File: config.mk
export PLATFORM = sky130hd
export DESIGN_NAME = asc_status_check
export DESIGN_NICKNAME = d
export VERILOG_FILES = /design/src/asc_pkg.sv /design/src/asc_status_check.sv
export SDC_FILE = /design/constraint.sdc
export NUM_CORES = 1
export LEC_CHECK = 0
export BUFFER_PORTS_ARGS = -buffer_cell sky130_fd_sc_hd__buf_2
export CAP_MARGIN = 0
export CORE_MARGIN = 2
export CORE_UTILIZATION = 30
export DETAILED_ROUTE_END_ITERATION = 10
export PLACE_DENSITY = 0.58
export SETUP_SLACK_MARGIN = 0.02
export SLEW_MARGIN = 15
export SYNTH_ARGS = -nofsm -noshare
export SYNTH_HDL_FRONTEND = slang
export SYNTH_SLANG_ARGS = --single-unit
File: constraint.sdc
create_clock -name ref_clk_i -period 7.4 [get_ports ref_clk_i]
set_input_delay 1.48 -clock ref_clk_i [delete_from_list [all_inputs] [get_ports ref_clk_i]]
set_output_delay 1.48 -clock ref_clk_i [all_outputs]
set_load 0.02 [all_outputs]
File: src/asc_pkg.sv
// asc_pkg: constants, field layouts and carrier types for the converter
// status word and its configuration checker.
// assumes one 20 MHz clock; nothing here holds state.
package asc_pkg;

  // channel count and field geometry
  localparam int CH_COUNT = 6;
  localparam int CH_PER_MAP = 3;
  localparam int MAP_BYTE = 8;

  // primary_control field positions (cal select [7:6], single cycle [1])
  localparam int CAL_LSB = 6;
  localparam int SINGLE_CYCLE_SELECT_BIT = 1;
  // sequencer control: mode field [4:3]
  localparam int SEQ_MODE_LSB = 3;

  // codes checked by the fault logic
  localparam logic [1:0] CAL_RESERVED = 2'h3;
  localparam logic [1:0] SCAN_MODE_A = 2'h2;
  localparam logic [1:0] SCAN_MODE_B = 2'h3;
  localparam logic [2:0] ORD_BAD_LO = 3'h0;
  localparam logic [2:0] ORD_BAD_HI = 3'h7;

  // power state field codes
  localparam logic [1:0] PD_CONVERT = 2'h0;
  localparam logic [1:0] PD_SLEEP = 2'h1;
  localparam logic [1:0] PD_STANDBY = 2'h2;
  localparam logic [1:0] PD_RESET = 2'h3;

  // reset values of status bits
  localparam logic REF_PRESENT_RESET = 1'b1;
  localparam logic [5:0] READY_RESET = 6'h00;

  // timing: reference flag valid no later than 30 us into a conversion
  localparam int CLK_PERIOD_NS = 50;
  localparam int REF_VALID_NS = 30000;
  localparam int REF_VALID_INT = (REF_VALID_NS / CLK_PERIOD_NS) < 1 ? 1 : (REF_VALID_NS / CLK_PERIOD_NS);
  localparam logic [9:0] REF_VALID_CYCLES = 10'(REF_VALID_INT);
  // last count of the internal reset phase after reset_i is released; standby follows one cycle later
  localparam logic [2:0] RESET_HOLD_LAST = 3'h3;

  // one channel's byte in a channel map register
  typedef struct packed {
    logic [2:0] gpo_sel;
    logic [2:0] order;
    logic scan_en;
    logic drive_en;
  } asc_chan_cfg_type;

  // registered configuration faults
  typedef struct packed {
    logic scan;
    logic order;
    logic map;
    logic config_err;
  } asc_fault_type;

  // 24-bit status word, msb first
  typedef struct packed {
    logic reserved;
    logic in_reset;
    logic [5:0] result_ready;
    logic scan_fault;
    logic ref_present;
    logic order_fault;
    logic map_fault;
    logic config_error;
    logic [2:0] overrange;
    logic [3:0] rate;
    logic [1:0] power_state;
    logic mod_active;
    logic data_ready;
  } asc_status_type;

  typedef enum logic [1:0] {ST_RESET, ST_STANDBY, ST_SLEEP, ST_CONVERT} asc_state_type;

endpackage

File: src/asc_status_check.sv
// asc_status_check: converter status word and the configuration checker
// that drops conversion to standby on order, map or configuration faults and refuses starts on any fault.
// assumes the serial interface reads converter_status_o and feeds the control
// and channel map registers; ref_low_pin_i is asynchronous to ref_clk_i.
//
// Overview of operation
// [RL1] in-reset flag is 1 while the device sits in its reset state.
// [RL2] in scan modes 2 and 3 a channel's new result sets its ready bit.
// [RL3] a ready bit clears only after a complete read of that channel's result.
// [RL4] all six ready bits clear when a scan starts.
// [RL5] scan modes with no enabled channel or order 000/111 raise scan fault.
// [RL6] conversion commands are aborted while the scan fault stands.
// [RL7] reference flag shows 1 with a proper reference, 0 below 0.35 V.
// [RL8] reference flag reads 0 in sleep and standby.
// [RL9] reference flag valid within 30 us of a start; informational only.
// [RL10] two enabled channels sharing one scan order raise order fault.
// [RL11] an enabled channel with order 000 or 111 raises order fault.
// [RL12] enabled orders must run 001 upward without gaps, else order fault.
// [RL13] while order fault stands the device stays in standby.
// [RL14] two driving channels on one output raise map fault and hold standby.
// [RL15] calibration select 11 raises the configuration error.
// [RL16] single cycle select 0 in scan mode 2 or 3 raises the configuration error.
// [RL17] a configuration error puts the device in standby.
// [RL18] power state field: 00 convert, 01 sleep, 10 standby, 11 reset.
// [RL19] modulator active flag is 1 during conversion or calibration.
// [RL20] the status word is read only; only internal logic changes it.
`timescale 1ns/1ps
`default_nettype none

module asc_status_check (
  // clock and reset
  input wire logic ref_clk_i,
  input wire logic reset_i,
  // configuration registers
  input wire logic [7:0] primary_control_i,
  input wire logic [7:0] seq_control_i,
  input wire logic [23:0] channel_map_upper_i,
  input wire logic [23:0] channel_map_lower_i,
  // commands and modulator events
  input wire logic cmd_convert_i,
  input wire logic cmd_sleep_i,
  input wire logic cmd_standby_i,
  input wire logic conv_done_i,
  input wire logic cal_busy_i,
  // per-channel result events
  input wire logic [5:0] result_avail_i,
  input wire logic [5:0] result_read_done_i,
  // reference comparator pin, high when the reference is missing
  input wire logic ref_low_pin_i,
  // status
  output asc_pkg::asc_status_type converter_status_o,
  output logic cmd_aborted_o
);

  // pick one channel's byte out of the two map registers
  function automatic asc_pkg::asc_chan_cfg_type chan_cfg(input logic [23:0] upper, input logic [23:0] lower,
                                                         input int idx);
    logic [23:0] word;
    int lane;
    word = (idx >= asc_pkg::CH_PER_MAP) ? upper : lower;
    lane = (idx >= asc_pkg::CH_PER_MAP) ? idx - asc_pkg::CH_PER_MAP : idx;
    return asc_pkg::asc_chan_cfg_type'(word[lane*asc_pkg::MAP_BYTE +: asc_pkg::MAP_BYTE]);
  endfunction

  // order codes never allowed on an enabled channel
  function automatic logic order_invalid(input logic [2:0] ord);
    return (ord == asc_pkg::ORD_BAD_LO) || (ord == asc_pkg::ORD_BAD_HI);
  endfunction

  asc_pkg::asc_chan_cfg_type cfg [asc_pkg::CH_COUNT];
  asc_pkg::asc_fault_type fault_ff;
  asc_pkg::asc_fault_type nxt_fault;
  asc_pkg::asc_state_type state_ff;
  asc_pkg::asc_state_type nxt_state;
  logic [1:0] scan_mode_sel;
  logic scan_mode_w;
  logic [1:0] cal_sel;
  logic single_cycle_select_w;
  logic [5:0] en_vec;
  logic [2:0] en_count;
  logic [2:0] max_ord;
  logic any_bad;
  logic dup_ord;
  logic dup_gpo;
  logic block_w;
  logic start_ok;
  logic scan_start_w;
  logic [2:0] reset_cnt_ff;
  logic [5:0] channel_result_ready_ff;
  logic in_reset_ff;
  logic [1:0] pdstat_ff;
  logic [1:0] nxt_pdstat;
  logic mod_active_ff;
  logic cmd_aborted_ff;
  logic ref_meta_ff;
  logic ref_s2_ff;
  logic ref_s3_ff;
  logic ref_low_ff;
  logic [9:0] ref_cnt_ff;
  logic ref_present_ff;

  // control fields
  assign scan_mode_sel = seq_control_i[asc_pkg::SEQ_MODE_LSB +: 2];
  assign scan_mode_w = (scan_mode_sel == asc_pkg::SCAN_MODE_A) || (scan_mode_sel == asc_pkg::SCAN_MODE_B);
  assign cal_sel = primary_control_i[asc_pkg::CAL_LSB +: 2];
  assign single_cycle_select_w = primary_control_i[asc_pkg::SINGLE_CYCLE_SELECT_BIT];

  // per-channel decode of the map registers
  for (genvar g = 0; g < asc_pkg::CH_COUNT; g++) begin : g_cfg
    assign cfg[g] = chan_cfg(channel_map_upper_i, channel_map_lower_i, g);
    assign en_vec[g] = cfg[g].scan_en;
  end

  // configuration checks; pairwise compare is cheap at six channels
  always_comb begin
    en_count = 3'h0;
    max_ord = 3'h0;
    any_bad = 1'b0;
    dup_ord = 1'b0;
    dup_gpo = 1'b0;
    for (int i = 0; i < asc_pkg::CH_COUNT; i++) begin
      if (cfg[i].scan_en) begin
        en_count = en_count + 3'h1;
        if (order_invalid(cfg[i].order)) begin
          any_bad = 1'b1; // RL11
        end
        if (cfg[i].order > max_ord) begin
          max_ord = cfg[i].order;
        end
      end
      for (int j = i + 1; j < asc_pkg::CH_COUNT; j++) begin
        if (cfg[i].scan_en && cfg[j].scan_en && (cfg[i].order == cfg[j].order)) begin
          dup_ord = 1'b1; // RL10
        end
        if (cfg[i].drive_en && cfg[j].drive_en && (cfg[i].gpo_sel == cfg[j].gpo_sel)) begin
          dup_gpo = 1'b1; // RL14
        end
      end
    end
  end

  // distinct orders within 1..6 whose maximum equals the count are exactly 1..n
  always_comb begin
    nxt_fault.scan = scan_mode_w && ((en_count == 3'h0) || any_bad); // RL5
    nxt_fault.order = dup_ord || any_bad || (max_ord != en_count); // RL10 RL11 RL12
    nxt_fault.map = dup_gpo; // RL14
    nxt_fault.config_err = (cal_sel == asc_pkg::CAL_RESERVED) || (scan_mode_w && !single_cycle_select_w); // RL15 RL16
  end

  // faults follow the settings; they drop once the setting is corrected
  always_ff @(posedge ref_clk_i) begin
    if (reset_i) begin
      fault_ff <= '0;
    end else begin
      fault_ff <= nxt_fault;
    end
  end

  // any of these drops conversion to standby and refuses starts; scan fault only refuses new starts
  assign block_w = fault_ff.order || fault_ff.map || fault_ff.config_err; // RL13 RL14 RL17
  assign start_ok = cmd_convert_i && !block_w && !fault_ff.scan; // RL6

  // power state sequencing
  always_comb begin
    nxt_state = state_ff;
    case (state_ff)
      asc_pkg::ST_RESET: begin
        if (reset_cnt_ff == asc_pkg::RESET_HOLD_LAST) begin
          nxt_state = asc_pkg::ST_STANDBY;
        end
      end
      asc_pkg::ST_STANDBY: begin
        if (start_ok) begin
          nxt_state = asc_pkg::ST_CONVERT;
        end else if (cmd_sleep_i) begin
          nxt_state = asc_pkg::ST_SLEEP;
        end
      end
      asc_pkg::ST_SLEEP: begin
        if (start_ok) begin
          nxt_state = asc_pkg::ST_CONVERT;
        end else if (cmd_standby_i) begin
          nxt_state = asc_pkg::ST_STANDBY;
        end
      end
      asc_pkg::ST_CONVERT: begin
        if (block_w) begin
          nxt_state = asc_pkg::ST_STANDBY; // RL13 RL14 RL17
        end else if (cmd_sleep_i) begin
          nxt_state = asc_pkg::ST_SLEEP;
        end else if (cmd_standby_i || conv_done_i) begin
          nxt_state = asc_pkg::ST_STANDBY;
        end
      end
      default: begin
        nxt_state = asc_pkg::ST_RESET;
      end
    endcase
  end

  // state register and reset phase counter
  always_ff @(posedge ref_clk_i) begin
    if (reset_i) begin
      state_ff <= asc_pkg::ST_RESET;
      reset_cnt_ff <= 3'h0;
    end else begin
      state_ff <= nxt_state;
      reset_cnt_ff <= (state_ff == asc_pkg::ST_RESET) ? reset_cnt_ff + 3'h1 : 3'h0;
    end
  end

  // power state code, registered alongside the state
  always_comb begin
    case (nxt_state)
      asc_pkg::ST_CONVERT: nxt_pdstat = asc_pkg::PD_CONVERT;
      asc_pkg::ST_SLEEP: nxt_pdstat = asc_pkg::PD_SLEEP;
      asc_pkg::ST_STANDBY: nxt_pdstat = asc_pkg::PD_STANDBY;
      default: nxt_pdstat = asc_pkg::PD_RESET;
    endcase
  end

  always_ff @(posedge ref_clk_i) begin
    if (reset_i) begin
      pdstat_ff <= asc_pkg::PD_RESET;
      in_reset_ff <= 1'b1;
    end else begin
      pdstat_ff <= nxt_pdstat; // RL18
      in_reset_ff <= (nxt_state == asc_pkg::ST_RESET); // RL1
    end
  end

  // modulator busy covers conversion and both calibrations
  always_ff @(posedge ref_clk_i) begin
    if (reset_i) begin
      mod_active_ff <= 1'b0;
    end else begin
      mod_active_ff <= (nxt_state == asc_pkg::ST_CONVERT) || cal_busy_i; // RL19
    end
  end

  // refused commands pulse once so software can see why nothing started
  always_ff @(posedge ref_clk_i) begin
    if (reset_i) begin
      cmd_aborted_ff <= 1'b0;
    end else begin
      cmd_aborted_ff <= cmd_convert_i && (fault_ff.scan || block_w); // RL6
    end
  end

  // a scan starts on the edge into conversion with a scan mode selected
  assign scan_start_w = scan_mode_w && (state_ff != asc_pkg::ST_CONVERT) && (nxt_state == asc_pkg::ST_CONVERT);

  // ready bits: scan start clears all; a result beats a same-cycle read
  for (genvar g = 0; g < asc_pkg::CH_COUNT; g++) begin : g_channel_result_ready
    always_ff @(posedge ref_clk_i) begin
      if (reset_i) begin
        channel_result_ready_ff[g] <= asc_pkg::READY_RESET[g];
      end else if (scan_start_w) begin
        channel_result_ready_ff[g] <= 1'b0; // RL4
      end else if (result_avail_i[g] && scan_mode_w) begin
        channel_result_ready_ff[g] <= 1'b1; // RL2
      end else if (result_read_done_i[g]) begin
        channel_result_ready_ff[g] <= 1'b0; // RL3
      end
    end
  end

  // comparator pin synchroniser; a level counts once stages two and three agree
  always_ff @(posedge ref_clk_i) begin
    if (reset_i) begin
      ref_meta_ff <= 1'b0;
      ref_s2_ff <= 1'b0;
      ref_s3_ff <= 1'b0;
      ref_low_ff <= 1'b0;
    end else begin
      ref_meta_ff <= ref_low_pin_i;
      ref_s2_ff <= ref_meta_ff;
      ref_s3_ff <= ref_s2_ff;
      if (ref_s2_ff == ref_s3_ff) begin
        ref_low_ff <= ref_s3_ff;
      end
    end
  end

  // settle timer: comparator output is meaningless until the front end runs;
  // counting starts on the edge that takes the start, so the flag lands at 30 us
  always_ff @(posedge ref_clk_i) begin
    if (reset_i) begin
      ref_cnt_ff <= 10'h000;
    end else if (nxt_state != asc_pkg::ST_CONVERT) begin
      ref_cnt_ff <= 10'h000;
    end else if (ref_cnt_ff != asc_pkg::REF_VALID_CYCLES) begin
      ref_cnt_ff <= ref_cnt_ff + 10'h001;
    end
  end

  // reference flag; status only, nothing here stops on a missing reference
  always_ff @(posedge ref_clk_i) begin
    if (reset_i) begin
      ref_present_ff <= asc_pkg::REF_PRESENT_RESET;
    end else if ((nxt_state == asc_pkg::ST_SLEEP) || (nxt_state == asc_pkg::ST_STANDBY)) begin
      ref_present_ff <= 1'b0; // RL8
    end else if ((state_ff == asc_pkg::ST_CONVERT) && (ref_cnt_ff == asc_pkg::REF_VALID_CYCLES)) begin
      ref_present_ff <= !ref_low_ff; // RL7 RL9
    end
  end

  // status word straight from flops; no write path exists
  always_comb begin
    converter_status_o = '0; // RL20
    converter_status_o.in_reset = in_reset_ff;
    converter_status_o.result_ready = channel_result_ready_ff;
    converter_status_o.scan_fault = fault_ff.scan;
    converter_status_o.ref_present = ref_present_ff;
    converter_status_o.order_fault = fault_ff.order;
    converter_status_o.map_fault = fault_ff.map;
    converter_status_o.config_error = fault_ff.config_err;
    converter_status_o.power_state = pdstat_ff;
    converter_status_o.mod_active = mod_active_ff;
  end

  assign cmd_aborted_o = cmd_aborted_ff;
endmodule

`default_nettype wire

==> impl.org, run 1 <==
** Critical path
- The critical path starts at channel_map_lower_i[1].
- In this design, the stage delay of the slowest critical-path cell is ~0.36 ns.
- The most critical setup path has its endpoint at converter_status_o[13].
- At the worst endpoint, the required time is about 7.5 ns.
- Crit-path max FO :: 5
- STA classifies the critical path endpoint as a flop.
- The worst register-to-register path has a depth of 10.
- The worst setup path is launched from an input port.
- Critical Setup Path Class :: in -> reg
- In this run the critical register-to-register path is captured at ref_cnt_ff[8].
- The setup check on the worst reg-to-reg path leaves a slack of roughly 5.3 ns.
- Arrival @ worst endpoint :: around 7.1 ns
- Standard cell with the maximum stage delay on the critical path :: mux2_2
- Launching point of the worst reg2reg path :: converter_status_o[12]

** Floorplan
- Num ports :: between 100 and 150
- X dimension of the die :: about 120 um
- Cell row count :: 41
- Chip height :: around 120 um
- Full die area :: around 14000 um2
- Starting density of the core :: between 30 and 40%
- Area of the core :: 12500 um2

** Outcome
- The flow ran to the end, and the final reports show no timing, DRC or antenna violations.

** Finish
- Most common cell after layout, fill and taps aside :: xnor2_1
- Fraction of layout instances using a drive strength above 1 :: between 20% and 30%
- Post-synthesis to final-layout area growth :: 20.7%
- After the last flow step, the layout net total stands at a little under 700.
- Once layout is done, the placed cells without fillers occupy 4620 um2.
- Number of antenna repair diodes :: 0
- The library cells used most frequently in the layout, excluding fill and tap cells, are xnor2_1, buf_2, dfxtp_1.

** Power and ir drop
- The analysis attributes to cell leakage a power of ~2.0 nW.
- Total power per unit cell area :: around 170 nW/um2
- Combinational logic burns about 46% of the power.
- The clock network is responsible for around 27% of the overall power.
- Net switching is between 30% and 40% of the power.
- Max VDD drop :: 83.5 uV
- Power, Total :: 0.000788 W
- Flop pwr share :: 26.7%
- Switching power total :: between 0.0002 and 0.0003 W
- Internal power of the cells :: 0.000518 W

** Clocking
- After clock tree synthesis, the clock-pin slew on the worst setup and hold paths is ~0.050 ns.
- Counting the buffers created by CTS gives 5.
- Clock Latency Late Sink :: 0.28 ns
- Number of sinks driven by the clock tree :: 35
- H-Tree Depth :: 2
- After clock tree synthesis, the flow added hold-fix buffers numbering 0.
- Root cell of the clock tree :: clkbuf_16
- Clock Tree Buf Depth :: 2
- TritonCTS built the clock tree.

** Drt
- Drt initial violations :: around 120
- Summing over every cut layer, the via total after detailed routing is between 3000 and 4000.
- In this run the remaining antenna-violating nets after routing total 0.
- Total wire length :: between 9000 and 10000 um
- The first detailed-routing pass took 4 iterations.
- Routed vias/inst :: ~4.8
- In the final routed layout, each cell accounts on average for between 10 and 15 um.
- After detailed routing, the number of remaining DRC violations is 0.

** Synth
- Mean instance size in the synthesized netlist :: a little under 8 um2
- Seq/Total Area, Yosys :: ~18%
- The cell count after synthesis came out at about 500.
- Yosys printed 0 warnings.
- Distinct cells, synth :: just over 60
- After synthesis the netlist holds a flip-flop and latch count of 35.
- Post-synth EDFFs :: 0
- In the synthesized netlist the dominant register cell turns out to be dfxtp_1.
- Proportion of register bits with asynchronous set or reset after synthesis :: 0%
- After synthesis the cells add up to ~3800 um2.

** STA
- Final period utilization :: roughly 94%
- For the pin with the worst max-slew slack, the measured transition is roughly 0.58 ns.
- Hold is met by 0.431 ns.
- The clock arrives with about 0.0053 ns of skew.
- Final-report max-slew violation count :: 0
- Final WS setup :: 0.438 ns
- Shortest clock period the worst path allows after layout :: a little under 7 ns
- Setup repair after global routing left no endpoint under its margin.
- Timing would allow up to 144 MHz.
- Setup violations remaining at the end of the flow were counted as 0.
- Count of endpoints failing hold in the final timing report :: 0
- Max-slew headroom at the worst pin :: 60.8%

** Placement
- Worst slack after detailed placement :: -0.166 ns
- Routability congestion estimate from global placement :: slightly above 0.8
- Area after detailed placement :: between 4000 and 5000 um2
- After legalization and detailed placement, the total HPWL measured ~7700 um.
- Buffers placed on the I/O ports in this run total 87.

** Global route
- Congestion Overflow GR :: 0
- Initial antenna violation count :: 0
- Via count of the first global-routing pass :: 3407
- Global routing used 14.2% of the available tracks.
- Entering global routing, the biggest net connects 21 pins.
- The first global-routing pass estimated about 16000 um of wire.

** Job
- The tool flagged a number of max-cap violations equal to 0.

** Min path
- The min-delay analysis places its worst path in the category reg -> reg.
==> critical path: cells and delay by family <==
| kind | cells | cell delay (ns) |
|---|---|---|
| XOR/XNOR | 1 | 0.14 |
| buffers and inverters | 2 | 0.26 |
| adder cells (fa/ha/maj) | 5 | 1.38 |
| AND/OR/NAND/NOR | 8 | 1.20 |
| multiplexers | 1 | 0.36 |
| AO/OA/AOI/OAI | 15 | 2.28 |
==> worst min path at each step <==
stage	end	startpoint	cells after the start	slack, ns
4_1_cts	reset_cnt_ff[0]	reset_cnt_ff[0]	1	0.43
3_5_place_dp	ref_s2_ff	ref_meta_ff	1	0.42
3_3_place_gp	reset_cnt_ff[0]	reset_cnt_ff[0]	1	0.41
2_1_floorplan	reset_cnt_ff[0]	reset_cnt_ff[0]	1	0.41
5_1_grt	ref_s2_ff	ref_meta_ff	1	0.46
6_report	reset_cnt_ff[0]	reset_cnt_ff[0]	1	0.43
==> kinds of logic (layout without fill, tap and decap cells) <==
kind of cell	Yosys count	count (layout)	synth area share [%]
adder cells (fa/ha/maj)	27	27	8.82
AND/OR/NAND/NOR	161	161	22.2
multiplexers	6	6	1.89
other	1	9	0.0979
AO/OA/AOI/OAI	74	74	13.2
XOR/XNOR	108	108	24.9
buffers and inverters	83	146	10.5
flip-flops	35	35	18.3
==> stage by stage <==
stage | instances | util (%) | TNS [ns]
after detailed placement | 729 | 35.1 | -0.166
after floorplan | 503 | - | 0
after CTS | 737 | 36.4 | 0
after global routing | 738 | 36.9 | 0
after global placement | 729 | 35.1 | 0
final | 738 | 36.9 | 0
==> power by group through the flow <==
stage               Clock, W  Combinational, W  Sequential, W
floorplan                  0          0.000252       0.000219
global placement           0          0.000342       0.000214
detailed placement         0          0.000354       0.000215
CTS                 0.000222          0.000356       0.000211
global route        0.000228          0.000407       0.000212
finish              0.000214          0.000363       0.000211
==> flip-flops by register name, summed over array words and instances, names as in the netlist <==
register and count:
mod_active_ff 1, reset_cnt_ff 3, cmd_aborted_o 1, in_reset_ff 1, converter_status_o 10, ref_s3_ff 1
pdstat_ff 2, ref_present_ff 1, ref_s2_ff 1, ref_cnt_ff 10, ref_low_ff 1, ref_meta_ff 1
state_ff 2
==> synth_stat cells (all sizes together), types with 3 or more instances <==
| library cell | count | area [um2] |
|---|---|---|
| a22oi | 7 | 52.6 |
| nor4 | 5 | 37.5 |
| nand2 | 27 | 101 |
| a21o | 3 | 22.5 |
| a211oi | 3 | 22.5 |
| or3 | 4 | 25.0 |
| xor2 | 17 | 156 |
| dfxtp | 35 | 701 |
| o31ai | 3 | 22.5 |
| nand3 | 27 | 135 |
| nor2b | 5 | 31.3 |
| o21ai | 14 | 70.1 |
| a21oi | 18 | 101 |
| and3 | 7 | 43.8 |
| inv | 24 | 90.1 |
| and2 | 5 | 31.3 |
| xnor2 | 91 | 797 |
| nor3 | 11 | 55.1 |
| mux2 | 4 | 52.6 |
| a31oi | 5 | 31.3 |
| or2 | 3 | 18.8 |
| nand2b | 7 | 43.8 |
| clkbuf | 22 | 82.6 |
| buf | 37 | 230 |
| ha | 27 | 338 |
| nand4 | 27 | 169 |
| nor2 | 27 | 109 |
==> layout make-up <==
type | count | area (um2)
Fill cell | 1330 | 7890
Timing Repair Buffer | 114 | 638
Clock buffer | 8 | 156
Tap cell | 172 | 215
Inverter | 24 | 90.1
Sequential cell | 35 | 701
Multi-Input combinational cell | 385 | 2820
==> per-layer routing <==
metal,global-route usage (%),routed length [um],up-vias
met2,24.0,4590,83
met3,2.37,503,15
met4,4.08,150,0
li1,-,-,1809
met5,0,0,-
met1,18.7,4390,1620
==> timing repair <==
item | 4_1_cts | 5_1_grt
gates resized for setup | 0 | 15
setup endpoints to repair | 0 | 1
setup buffers | 0 | 1
Power figures use the tool's default switching activity.
==> run 2: changes to the inputs <==
--- a/config.mk
+++ b/config.mk
@@ -10,8 +10,6 @@
 export CORE_MARGIN = 2
 export CORE_UTILIZATION = 30
 export DETAILED_ROUTE_END_ITERATION = 10
-export PLACE_DENSITY = 0.58
-export SETUP_SLACK_MARGIN = 0.02
 export SLEW_MARGIN = 15
 export SYNTH_ARGS = -nofsm -noshare
 export SYNTH_HDL_FRONTEND = slang
==> run 2 against run 1 <==
  * Clock skew fell by 0.0010 ns
  * Register-to-register slack got worse by 0.03 ns
  * Setup slack got worse by 0.14 ns
  * Maximum frequency down 1.9%
  * Power down 0.52%
  * Largest power group unchanged
  * Cell area shrank 0.38%
  * First-iteration DRC count rose by 43%
  * Hold slack lost 0.0051 ns
  * Clock power decreased by 5%
  * Via count is 0.11% higher
  * Non-clock buffer count grew 2
  * Wire length down 2.3%
==> impl.org, run 2 (synthesized netlist as in run 1, its figures left out) <==
** STA
- Worst-case hold slack :: 0.426 ns (was 0.431 ns)
- Final WS setup :: 0.303 ns (was 0.438 ns)
- The period utilization is 95.9% (was 94.1%).
- The maximum clock rate was 141 MHz (was 144 MHz).
- Final-report max-slew violation count :: 0 (unchanged)
- Number of failing setup endpoints in the final timing report :: 0 (unchanged)
- Shortest clock period the worst path allows after layout :: 7.10 ns (was 6.96 ns)
- The actual transition at the worst max-transition pin is 0.623 ns (was 0.583 ns).
- The normalized max-slew margin was 58.1% (was 60.8%).
- Final Skew :: 0.00427 ns (was 0.00529 ns)
- The number of hold violations in the final report is 0 (unchanged).

** Global route
- Overall routing resource usage :: 13.4% (was 14.2%)
- The largest net degree at the start of global routing is 21 (unchanged).
- First-pass GRT wire length :: 15000 um (was 15900 um)
- The via count of the first global-routing pass was 3341 (was 3407).
- Initial antenna violation count :: 0 (unchanged)
- The global route total overflow came to 0 (unchanged).

** Finish
- The antenna diode instance count came to 0 (unchanged).
- Number of fill cells in the layout :: 1337 (was 1330)
- Post-synthesis to final-layout area growth :: 20.3% (was 20.7%)
- The number of non-filler instances in the completed layout came to 739 (was 738).
- Final core utilization :: 36.8% (was 36.9%)
- The proportion of layout cells with a drive suffix above 1 is 26.1% (about the same).
- Final-stage net count :: 678 (was 676)
- Top library cells by usage in the layout, fill and taps aside :: xnor2_1, buf_2, dfxtp_1, buf_4 (was xnor2_1, buf_2, dfxtp_1)
- Most common cell after layout, fill and taps aside :: xnor2_1 (unchanged)

** Job
- The number of max-capacitance violations reported was 0 (unchanged).

** Clocking
- The hold buffer count at cts is 0 (unchanged).
- Root cell of the clock tree :: clkbuf_16 (unchanged)
- The clock tree from TritonCTS is built (unchanged).
- The maximum number of buffers from clock root to sink came to 2 (unchanged).
- The number of clock buffers inserted by TritonCTS came to 5 (unchanged).
- The clock transition at the register clock pins on the worst setup and hold paths after CTS was 0.05 ns (about the same).
- Number of sinks driven by the clock tree :: 35 (unchanged)
- Clock Latency Late Sink :: 0.27 ns (was 0.28 ns)
- The H-tree depth reported by CTS came to 2 (unchanged).

** Drt
- The post-detailed-route wirelength per cell is 12.7 um (was 13.0 um).
- The number of DRC markers after the initial detailed-route iteration came to 174 (was 122).
- Drt first pass iters :: 4 (unchanged)
- Routed vias/inst :: 4.78 (about the same)
- The total number of vias was 3531 (was 3527).
- Total wire length :: 9400 um (was 9630 um)
- Number of nets with antenna violations after routing :: 0 (unchanged)
- Number of remaining DRC errors :: 0 (unchanged)

** Critical path
- Internal reg-to-reg setup slack :: 5.23 ns (was 5.26 ns)
- The most numerous cell type found on the critical path is ha_1.
- The kind of launch point of the worst setup path was an input port (unchanged).
- Standard cell with the maximum stage delay on the critical path :: mux2_2 (unchanged)
- The critical path start-end classification is in -> reg (unchanged).
- The family with the most delay on the worst path is compound AO/OA/AOI/OAI gates (unchanged).
- The highest net fanout along the worst path was 5 (unchanged).
- The number of buffers and inverters on the critical path came to 2 (unchanged).
- The data required time at the worst endpoint is 7.54 ns (about the same).
- The maximum cell stage delay along the critical path is 0.38 ns (was 0.36 ns).
- The signal arrival time at the worst endpoint came to 7.24 ns (was 7.11 ns).
- Endpoint class of the critical path :: flop (unchanged)

** Power and ir drop
- Total power per unit cell area :: 170 nW/um2 (about the same)
- Leakage power figure :: 1.97 nW (about the same)
- The total power is 0.000784 W (was 0.000788 W).
- The worst-case vdd ir drop was 79.5 uV (was 83.5 uV).

** Floorplan
- Cell row count :: 41 (unchanged)
- The initial core utilization came to 30.6% (unchanged).
- The die outline height was 117 um (unchanged).
- Full die area :: 13700 um2 (unchanged)
- The total I/O pin count is 109 (unchanged).
- The die span in x came to 117 um (unchanged).
- Area of the core :: 12500 um2 (unchanged)

** Placement
- The worst setup slack after placement was -0.230 ns (was -0.166 ns).
- Placed wire-length estimate :: 7550 um (was 7710 um)
- Routability congestion estimate from global placement :: 0.813 (was 0.818)
- The number of cells in the design after placement was 730 (was 729).
- Port Buffers :: 87 (unchanged)

** Outcome
- Run status: complete, no violations (unchanged).

** Min path
- Class of the tightest hold or removal check :: reg -> reg (unchanged)
run 2: cell type report:
| class | count | area (um2) | area share [%] |
|---|---|---|---|
| Inverter | 24 | 90.1 | 1.96 |
| Tap cell | 172 | 215 | 4.67 |
| Timing Repair Buffer | 116 | 653 | 14.2 |
| Clock buffer | 6 | 139 | 3.02 |
| Sequential cell | 35 | 701 | 15.2 |
| Clock inverter | 1 | 5.00 | 0.109 |
| Multi-Input combinational cell | 385 | 2800 | 60.9 |
run 2: repair_timing:
action,CTS,global route
setup endpoints to repair,0,1
setup buffers,0,2
gates resized for setup,0,15
run 2: worst paths after layout:
path                          startpoint                      to  cells past startpoint
setup / recovery  channel_map_lower_i[1]  converter_status_o[13]                     32
hold / removal           reset_cnt_ff[0]         reset_cnt_ff[0]                      1
setup reg to reg  converter_status_o[13]           ref_cnt_ff[8]                     10
hold reg to reg          reset_cnt_ff[0]         reset_cnt_ff[0]                      1
run 2: through the flow:
step                      instance area [um2]  TNS (ns)
final                                    4610         0
after global routing                     4610   -0.0261
after CTS                                4540         0
after detailed placement                 4400    -0.230
after global placement                   4400   -0.0479
after floorplan                          3860         0
run 2: power by group:
group	total (W)	internal, W	switching [W]
logic	0.000370	0.000178	0.000193
registers	0.000211	0.000203	0.00000826
clock network	0.000203	0.000131	0.0000718
total	0.000784	0.000511	0.000273
run 2: layer usage:
layer / global-route usage, % / vias up / part of all wire [%]
li1: - / 1806 / -
met3: 2.21 / 8 / 4.7
met5: 0 / - / 0
met1: 16.9 / 1648 / 46
met2: 23.8 / 69 / 49
met4: 2.90 / 0 / 0.89
